**config.mk**
```make
export PLATFORM = sky130hd
export DESIGN_NAME = cpu_bit_and_acc_ops
export DESIGN_NICKNAME = d
export VERILOG_FILES = /design/src/bitops_pkg.sv /design/src/cpu_bit_and_acc_ops.sv
export VERILOG_INCLUDE_DIRS = /design/src /design/src/src
export SDC_FILE = /design/constraint.sdc
export NUM_CORES = 1
export LEC_CHECK = 0
export CAP_MARGIN = 15
export CORE_MARGIN = 1.5
export CORE_UTILIZATION = 35
export DETAILED_ROUTE_END_ITERATION = 6
export DONT_BUFFER_PORTS = 1
export PLACE_DENSITY = 0.59
export SLEW_MARGIN = 20
export SYNTH_ARGS = -nofsm -noshare
export SYNTH_HDL_FRONTEND = slang
export SYNTH_SLANG_ARGS = --single-unit
export TNS_END_PERCENT = 10
```
**constraint.sdc**
```tcl
create_clock -name mclk -period 4.1 [get_ports mclk]
set_clock_uncertainty 0.15 [all_clocks]
set_input_delay 0.615 -clock mclk [delete_from_list [all_inputs] [get_ports mclk]]
set_output_delay 0.615 -clock mclk [all_outputs]
set_load 0.005 [all_outputs]
```
**src/bitops_defs.svh**
```systemverilog
// constants for the bit and accumulator execution unit
`ifndef BITOPS_DEFS_SVH
`define BITOPS_DEFS_SVH

// ==========================================================
// cycle counts, figures as executed
`define CYC_LOAD_MEM 5'h05
`define CYC_LOAD_IO 5'h04
`define CYC_STORE_MEM 5'h07
`define CYC_STORE_IO 5'h06
`define CYC_FORCE 5'h07
`define CYC_BR_MEM_TAKEN 5'h08
`define CYC_BR_MEM_FALL 5'h07
`define CYC_BR_IO_TAKEN 5'h07
`define CYC_BR_IO_FALL 5'h06
`define CYC_TAS_TAKEN 5'h0a
`define CYC_TAS_FALL 5'h09
`define CYC_BYTE_EXCH 5'h03
`define CYC_WORD_EXCH 5'h02
`define CYC_BYTE_EXT 5'h01
`define CYC_WORD_SEXT 5'h02
`define CYC_WORD_ZERO_EXT 5'h01

// ==========================================================
// accumulator reset value and counter step
`define ACC_RESET 32'h0000_0000
`define CNT_ONE 5'h01

`endif

```
**src/bitops_pkg.sv**
```systemverilog
// types for the bit and accumulator execution unit
package bitops_pkg;

    // ==========================================================
    // instruction kinds
    typedef enum logic [3:0] {
        op_bit_load, op_bit_store, bit_force_one, bit_force_zero,
        branch_on_bit_low, branch_on_bit_high, test_and_set_branch,
        wait_bit_high, wait_bit_low, acc_byte_exchange, acc_word_exchange,
        byte_sign_extend, word_sign_extend, byte_zero_extend, word_zero_extend
    } op_e;

    typedef enum logic [1:0] {
        direct_page_bit_operand, absolute_bit_operand, io_area_bit_operand
    } form_e;

    // gray path idle -> read -> data -> run
    typedef enum logic [2:0] {
        st_idle = 3'h0, st_read = 3'h1, st_data = 3'h3, st_run = 3'h2
    } state_e;

    // ==========================================================
    // carriers
    typedef struct packed {
        op_e op;
        form_e form;
        logic [23:0] addr;
        logic [2:0] bit_pos;
    } instr_s;

    typedef struct packed {
        logic rd;
        logic wr;
        logic [23:0] addr;
        logic [7:0] wdata;
    } bus_req_s;

endpackage : bitops_pkg

```
**src/cpu_bit_and_acc_ops.sv**
```systemverilog
// execution unit for bit manipulation and accumulator manipulation
// Function
// - bit load direct page: bit to low word, old low to high, n z, 5 cycles
// - bit load absolute operand behaves alike, 5 cycles
// - bit load io operand behaves alike, 4 cycles
// - bit store writes accumulator bit by read-modify-write, sets n z, 7 cycles, 6 for io operand
// - force one sets bit by read-modify-write, no flags, 7 cycles
// - force zero clears bit by read-modify-write, no flags, 7 cycles
// - branch on bit low branches when bit is zero, z from bit
// - branch on bit high branches when bit is one, z from bit
// - direct or absolute bit branches take 8 taken, 7 not taken
// - io bit branches take 7 taken, 6 not taken
// - test and set branches on one, leaves bit one, z from bit
// - test and set takes 10 cycles when taken, 9 otherwise
// - wait bit high polls io bit until one, flags untouched
// - wait bit low polls io bit until zero, flags untouched
// - bit waits have no timeout, polling continues while unmet
// - byte exchange swaps low two bytes in 3 cycles, no flags
// - word exchange swaps accumulator halves in 2 cycles, no flags
`timescale 1ns/10ps
`include "bitops_defs.svh"

module cpu_bit_and_acc_ops (
    input wire logic mclk,
    input wire logic reset_n,
    input wire logic start,
    input wire bitops_pkg::instr_s instr,
    input wire logic [7:0] rdata,
    input wire logic acc_load,
    input wire logic [31:0] acc_wdata,
    output bitops_pkg::bus_req_s bus,
    output logic busy,
    output logic done,
    output logic branch_taken,
    output logic [31:0] acc,
    output logic flag_n,
    output logic flag_z
);
    import bitops_pkg::*;

    // ==========================================================
    // reset release
    logic [1:0] rst_sync;
    logic rst_n;

    always_ff @(posedge mclk or negedge reset_n) begin
        if (!reset_n) begin
            rst_sync <= 2'h0;
        end else begin
            rst_sync <= {rst_sync[0], 1'b1};
        end
    end
    assign rst_n = rst_sync[1];

    // ==========================================================
    // decode helpers
    function automatic logic is_mem(input op_e op);
        is_mem = (op inside {op_bit_load, op_bit_store, bit_force_one, bit_force_zero,
            branch_on_bit_low, branch_on_bit_high, test_and_set_branch,
            wait_bit_high, wait_bit_low});
    endfunction : is_mem

    function automatic logic [4:0] cycles(input op_e op, input form_e form,
                                          input logic taken);
        logic io;
        io = (form == io_area_bit_operand);
        case (op)
            op_bit_load: cycles = io ? `CYC_LOAD_IO : `CYC_LOAD_MEM;
            op_bit_store: cycles = io ? `CYC_STORE_IO : `CYC_STORE_MEM;
            bit_force_one, bit_force_zero: cycles = `CYC_FORCE;
            branch_on_bit_low, branch_on_bit_high: begin
                if (io) begin
                    cycles = taken ? `CYC_BR_IO_TAKEN : `CYC_BR_IO_FALL;
                end else begin
                    cycles = taken ? `CYC_BR_MEM_TAKEN : `CYC_BR_MEM_FALL;
                end
            end
            test_and_set_branch: cycles = taken ? `CYC_TAS_TAKEN : `CYC_TAS_FALL;
            acc_byte_exchange: cycles = `CYC_BYTE_EXCH;
            acc_word_exchange: cycles = `CYC_WORD_EXCH;
            word_sign_extend: cycles = `CYC_WORD_SEXT;
            word_zero_extend: cycles = `CYC_WORD_ZERO_EXT;
            default: cycles = `CYC_BYTE_EXT;
        endcase
    endfunction : cycles

    // result of a register-only op as {n, z, acc}
    function automatic logic [33:0] acc_op(input op_e op, input logic [31:0] a,
                                           input logic n, input logic z);
        logic [31:0] r;
        r = a;
        case (op)
            acc_byte_exchange: acc_op = {n, z, a[31:16], a[7:0], a[15:8]};
            acc_word_exchange: acc_op = {n, z, a[15:0], a[31:16]};
            byte_sign_extend: begin
                r = {a[31:16], {8{a[7]}}, a[7:0]};
                acc_op = {a[7], (r[15:0] == 16'h0000), r};
            end
            word_sign_extend: begin
                r = {{16{a[15]}}, a[15:0]};
                acc_op = {a[15], (r == 32'h0000_0000), r};
            end
            byte_zero_extend: begin
                r = {a[31:16], 8'h00, a[7:0]};
                acc_op = {1'b0, (r[15:0] == 16'h0000), r};
            end
            word_zero_extend: begin
                r = {16'h0000, a[15:0]};
                acc_op = {1'b0, (r == 32'h0000_0000), r};
            end
            default: acc_op = {n, z, a};
        endcase
    endfunction : acc_op

    // ==========================================================
    // execution state
    state_e state, next_state;
    instr_s cur, next_cur;
    logic [7:0] data, next_data;
    logic [4:0] cnt, next_cnt;
    bus_req_s next_bus;
    logic next_busy, next_done, next_branch_taken;
    logic [31:0] next_acc;
    logic next_flag_n, next_flag_z;
    op_e op_sel;
    logic bit_val, taken;
    logic [4:0] total;
    logic [7:0] mod_byte;
    logic [33:0] reg_res;

    always_comb begin
        next_state = state;
        next_cur = cur;
        next_data = data;
        next_cnt = cnt;
        next_bus = bus;
        next_bus.rd = 1'b0;
        next_bus.wr = 1'b0;
        next_busy = busy;
        next_done = 1'b0;
        next_branch_taken = branch_taken;
        next_acc = acc;
        next_flag_n = flag_n;
        next_flag_z = flag_z;
        op_sel = (state == st_idle) ? instr.op : cur.op;
        reg_res = acc_op(op_sel, acc, flag_n, flag_z);
        bit_val = data[cur.bit_pos];
        case (cur.op)
            branch_on_bit_low: taken = !bit_val;
            branch_on_bit_high, test_and_set_branch: taken = bit_val;
            default: taken = 1'b0;
        endcase
        total = cycles(cur.op, cur.form, taken);
        mod_byte = data;
        case (cur.op)
            op_bit_store: mod_byte[cur.bit_pos] = acc[0];
            bit_force_zero: mod_byte[cur.bit_pos] = 1'b0;
            default: mod_byte[cur.bit_pos] = 1'b1;
        endcase
        case (state)
            st_idle: begin
                if (start) begin
                    next_cur = instr;
                    next_cnt = `CNT_ONE;
                    next_busy = 1'b1;
                    next_branch_taken = 1'b0;
                    if (is_mem(instr.op)) begin
                        next_bus.rd = 1'b1;
                        next_bus.addr = instr.addr;
                        next_state = st_read;
                    end else if (cycles(instr.op, instr.form, 1'b0) == `CNT_ONE) begin
                        // single-cycle ops retire straight from idle
                        {next_flag_n, next_flag_z, next_acc} = reg_res;
                        next_done = 1'b1;
                        next_busy = 1'b0;
                    end else begin
                        next_state = st_run;
                    end
                end else if (acc_load) begin
                    next_acc = acc_wdata;
                end
            end
            st_read: begin
                next_cnt = cnt + `CNT_ONE;
                next_state = st_data;
            end
            st_data: begin
                next_data = rdata;
                next_cnt = cnt + `CNT_ONE;
                if (cur.op == wait_bit_high || cur.op == wait_bit_low) begin
                    // polls forever while unmet, a stuck bit hangs the unit
                    if (rdata[cur.bit_pos] == (cur.op == wait_bit_high)) begin
                        next_done = 1'b1;
                        next_busy = 1'b0;
                        next_state = st_idle;
                    end else begin
                        next_bus.rd = 1'b1;
                        next_state = st_read;
                    end
                end else begin
                    next_state = st_run;
                end
            end
            st_run: begin
                next_cnt = cnt + `CNT_ONE;
                if (is_mem(cur.op) && cnt == total - 5'h02
                    && cur.op inside {op_bit_store, bit_force_one, bit_force_zero,
                                      test_and_set_branch}) begin
                    next_bus.wr = 1'b1;
                    next_bus.wdata = mod_byte;
                end
                if (cnt == total - `CNT_ONE) begin
                    next_done = 1'b1;
                    next_busy = 1'b0;
                    next_state = st_idle;
                    next_branch_taken = taken;
                    case (cur.op)
                        op_bit_load: begin
                            next_acc = {acc[15:0], 15'h0000, bit_val};
                            next_flag_n = 1'b0;
                            next_flag_z = !bit_val;
                        end
                        op_bit_store: begin
                            next_flag_n = 1'b0;
                            next_flag_z = !acc[0];
                        end
                        branch_on_bit_low, branch_on_bit_high, test_and_set_branch: begin
                            next_flag_z = !bit_val;
                        end
                        bit_force_one, bit_force_zero: next_flag_z = flag_z;
                        default: begin
                            {next_flag_n, next_flag_z, next_acc} = reg_res;
                        end
                    endcase
                end
            end
            default: begin
                next_state = st_idle;
                next_busy = 1'b0;
            end
        endcase
    end

    always_ff @(posedge mclk or negedge rst_n) begin
        if (!rst_n) begin
            state <= st_idle;
            cur <= '0;
            data <= 8'h00;
            cnt <= 5'h00;
            bus <= '0;
            busy <= 1'b0;
            done <= 1'b0;
            branch_taken <= 1'b0;
            acc <= `ACC_RESET;
            flag_n <= 1'b0;
            flag_z <= 1'b0;
        end else begin
            state <= next_state;
            cur <= next_cur;
            data <= next_data;
            cnt <= next_cnt;
            bus <= next_bus;
            busy <= next_busy;
            done <= next_done;
            branch_taken <= next_branch_taken;
            acc <= next_acc;
            flag_n <= next_flag_n;
            flag_z <= next_flag_z;
        end
    end

    logic go;
    assign go = start && !busy;
endmodule : cpu_bit_and_acc_ops

```
==> flow_metrics.env <==
export IMPL_switchingPower_mw=3.51
export IMPL_hold_start="start"
export IMPL_critPathMaxStageDelay_ps=540
export IMPL_hpwl_um=14100
export IMPL_grt_pass1_vias=5839
export IMPL_p_int_mw=4.01
export IMPL_rsz0062_at_grt="yes"
export IMPL_ys_top_cells_by_area="dfrtp_1 38%, mux2_2 11%, a21oi_1 4.7%"
export IMPL_hold_violations=0
export IMPL_synthTopCellsByCount="97 x dfrtp_1, 63 x mux2_2, 59 x a21oi_1"
export IMPL_synth_async_reset_ratio=1.00
export IMPL_grt_overflow=0
export IMPL_pwr_share_clk=0.117
export IMPL_design_area_um2=7440
export IMPL_die_height_um=137
export IMPL_gp_congestion=0.881
export IMPL_synth_warnings=0
export IMPL_crit_slowest_cell="mux4_2"
export IMPL_worstPathRequired_ps=4190
export IMPL_syn_avg_cell_area_um2=9.32
export IMPL_ant_nets=0
export IMPL_fillers=1670
export IMPL_slew_headroom=0.305
export IMPL_ys_flop_type="dfrtp_1"
export IMPL_r2r_start="cur[1]$_DFFE_PN0P_"
export IMPL_grt_pass1_wl_um=31700
export IMPL_fp_dieArea_um2=18900
export IMPL_synth_top_area_frac=0.384
export IMPL_status="complete, but fails checks"
export IMPL_yosysUniqueCellTypes=64
export IMPL_dp_cells=901
export IMPL_endpoint_kind="register"
export IMPL_clock_fmax_mhz=235
export IMPL_synth_edf_count=0
export IMPL_path_max_fanout=6
export IMPL_switching_share=0.467
export IMPL_drive_gt1_frac=0.276
export IMPL_core_area_um2=17500
export IMPL_fin_ws_ps=-155
export IMPL_place_ws_ps=-390
export IMPL_whs_path_depth=1
export IMPL_syn_num_nets=764
export IMPL_drc=0
export IMPL_cp_arrival_ps=4340
export IMPL_fp_dieW_um=137
export IMPL_final_util=0.426
export IMPL_synth_most_common_cell="dfrtp_1"
export IMPL_io_pin_count=148
export IMPL_wire_per_inst_um=21.8
export IMPL_reg2reg_to="acc[31]$_DFFE_PN0P_"
export IMPL_p_leak_nw=2.97
export IMPL_synth_top_area_cell="dfrtp_1"
export IMPL_wirelength_um=20200
export IMPL_seq_area_frac_synth=0.384
export IMPL_antenna_found_initial=0
export IMPL_clkLatencyLatePin_ps=360
export IMPL_drtPass1Iterations=5
export IMPL_cts_root_buf="clkbuf_16"
export IMPL_startpoint_type="register"
export IMPL_nets=783
export IMPL_drt_initial_drc_count=460
export IMPL_area_growth_synth_to_final_pct=17.7
export IMPL_setup_viol=35
export IMPL_clkTransAtPathRegs_ps=80
export IMPL_cts_max_level=3
export IMPL_maxCapViolations=0
export IMPL_path_cells="mux4_2 -> mux2_4 -> nand2_2 -> nand3_2 -> a21oi_4 -> ha_4 -> o21ai_1 -> a21oi_1 -> nand2_1 -> o31ai_4 -> buf_6 -> ha_4 -> xnor2_2 -> a21o_1 -> nand3_2 -> nor4bb_1 -> o211ai_1 -> a21o_4 -> a21oi_4 -> buf_12 -> mux2_4"
export IMPL_fin_cells=928
export IMPL_report_final_slew_viol_count=0
export IMPL_numCtsBuffers=9
export IMPL_vias_per_cell=6.20
export IMPL_tritoncts="built"
export IMPL_synth_area_um2=6320
export IMPL_worst_pin_slew_ps=1040
export IMPL_regToRegSetupSlack_ps=-160
export IMPL_grt_use_total=0.216
export IMPL_seq_power_share=0.267
export IMPL_rr_worst_depth=21
export IMPL_crit_type="register to register"
export IMPL_clock_sinks=97
export IMPL_irDropWorstVdd_uv=466
export IMPL_final_min_clock_period_ps=4260
export IMPL_vias=5752
export IMPL_min_to="cnt[1]$_DFFE_PN0P_"
export IMPL_ys_ff_latch=97
export IMPL_total_power_mw=7.52
export IMPL_power_density_nw_per_um2=1010
export IMPL_post_route_period_util=1.04
export IMPL_violations="negative setup slack"
export IMPL_grt_start_max_net_pins=70
export IMPL_power_frac_comb=0.616
export IMPL_initial_core_util=0.362
export IMPL_placement_io_buffers=0
export IMPL_place_area_um2=6850
export IMPL_row_count=48
export IMPL_hold_path_class="input port to register"
export IMPL_synthCells=678
export IMPL_cts_buffer_depth=2
-- power groups by stage --
stage / registers [mW] / logic [mW] / clock network [mW]
final: 2.01 / 4.63 / 0.877
after global placement: 1.99 / 4.01 / 0
after CTS: 2.00 / 4.39 / 0.897
after detailed placement: 2.00 / 4.14 / 0
after floorplan: 1.75 / 3.15 / 0
after global routing: 2.08 / 5.05 / 0.939
-- per-stage QoR --
step / hold WS (ps) / setup TNS, ps
after global routing: 179 / -14020
after global placement: 169 / -7060
after CTS: 185 / -6210
after detailed placement: 169 / -12610
after floorplan: 169 / -368
final: 191 / -2680
-- critical path, delay by kind of cell, from the launching register on --
| kind | cells | cell delay (ps) |
|---|---|---|
| fa+ha+maj | 2 | 300 |
| mux | 3 | 1140 |
| compound gates | 8 | 1100 |
| xor+xnor | 1 | 120 |
| simple gates | 5 | 620 |
| flops | 1 | 410 |
| buf+inv | 2 | 280 |
-- cells in the final DEF, fill, tap and decap left out, types with 7 or more instances in the layout --
cell,n
inv_1,24
nor3_1,22
o21ai_0,31
dfrtp_1,95
nor2_1,54
o211ai_1,11
o22ai_1,7
a21o_1,9
a22oi_1,11
o21a_1,7
mux2_2,61
a31oi_1,7
a222oi_1,7
nor4_1,7
a21oi_1,57
a2bb2oi_2,13
clkbuf_16,9
a211oi_1,19
nand3_1,21
buf_4,54
a221oi_1,17
nand2_1,26
mux2i_1,11
-- cell families (layout without fill, tap and decap cells) --
| group | after synthesis | after routing | share of synthesized area |
|---|---|---|---|
| XOR/XNOR | 12 | 12 | 0.0166 |
| multiplexers | 78 | 78 | 0.142 |
| adder cells (fa/ha/maj) | 10 | 10 | 0.0194 |
| other | 1 | 2 | 0.000593 |
| AND/OR/NAND/NOR | 160 | 160 | 0.123 |
| AO/OA/AOI/OAI | 240 | 240 | 0.262 |
| flip-flops | 97 | 97 | 0.384 |
| buffers and inverters | 80 | 104 | 0.0525 |
-- repair_timing --
| item | CTS | global route |
|---|---|---|
| pin swaps | 18 | 4 |
| endpoints found under the setup margin | 47 | 47 |
| hold buffers | 1 | 0 |
| gates resized for setup | 24 | 16 |
| buffers inserted | 5 | 2 |
| hold endpoints to repair | 2 | 0 |
| cloned | 1 | 1 |
-- sequential cells by signal (all words and copies together), names as in the netlist --
name and cells:
flag_n 1, cur 9, branch_taken 1, data 8
done 1, state 2, bus 34, acc 32
busy 1, cnt 5, flag_z 1, rst_sync 2
-- final cells by class --
cell class / instances / area (µm²) / area share
clock buffer: 9 / 225 / 0.0303
inverter: 26 / 97.6 / 0.0131
multi-input combinational: 501 / 3810 / 0.512
antenna: 1 / 2.50 / 0.000336
sequential: 97 / 2430 / 0.327
timing repair buffer: 62 / 505 / 0.0680
clock inverter: 7 / 85.1 / 0.0114
tap: 225 / 282 / 0.0378
-- worst max-delay path by stage --
stage	cells past startpoint	start	slack (ps)	end
2_1_floorplan	19	cur[1]$_DFFE_PN0P_	-60	acc[15]$_DFFE_PN0P_
3_3_place_gp	18	cur[1]$_DFFE_PN0P_	-340	bus[6]$_DFFE_PN0P_
3_5_place_dp	18	cur[1]$_DFFE_PN0P_	-390	bus[7]$_DFFE_PN0P_
4_1_cts	20	cur[1]$_DFFE_PN0P_	-200	acc[31]$_DFFE_PN0P_
5_1_grt	20	cur[1]$_DFFE_PN0P_	-390	acc[31]$_DFFE_PN0P_
6_report	21	cur[1]$_DFFE_PN0P_	-160	acc[31]$_DFFE_PN0P_
-- metal layers --
metal,track usage,wire length (µm)
met5,0,0
met4,0.0789,564
met3,0.0556,1750
met2,0.339,9420
met1,0.288,8480
No activity file was read; power rests on OpenSTA's default activity.
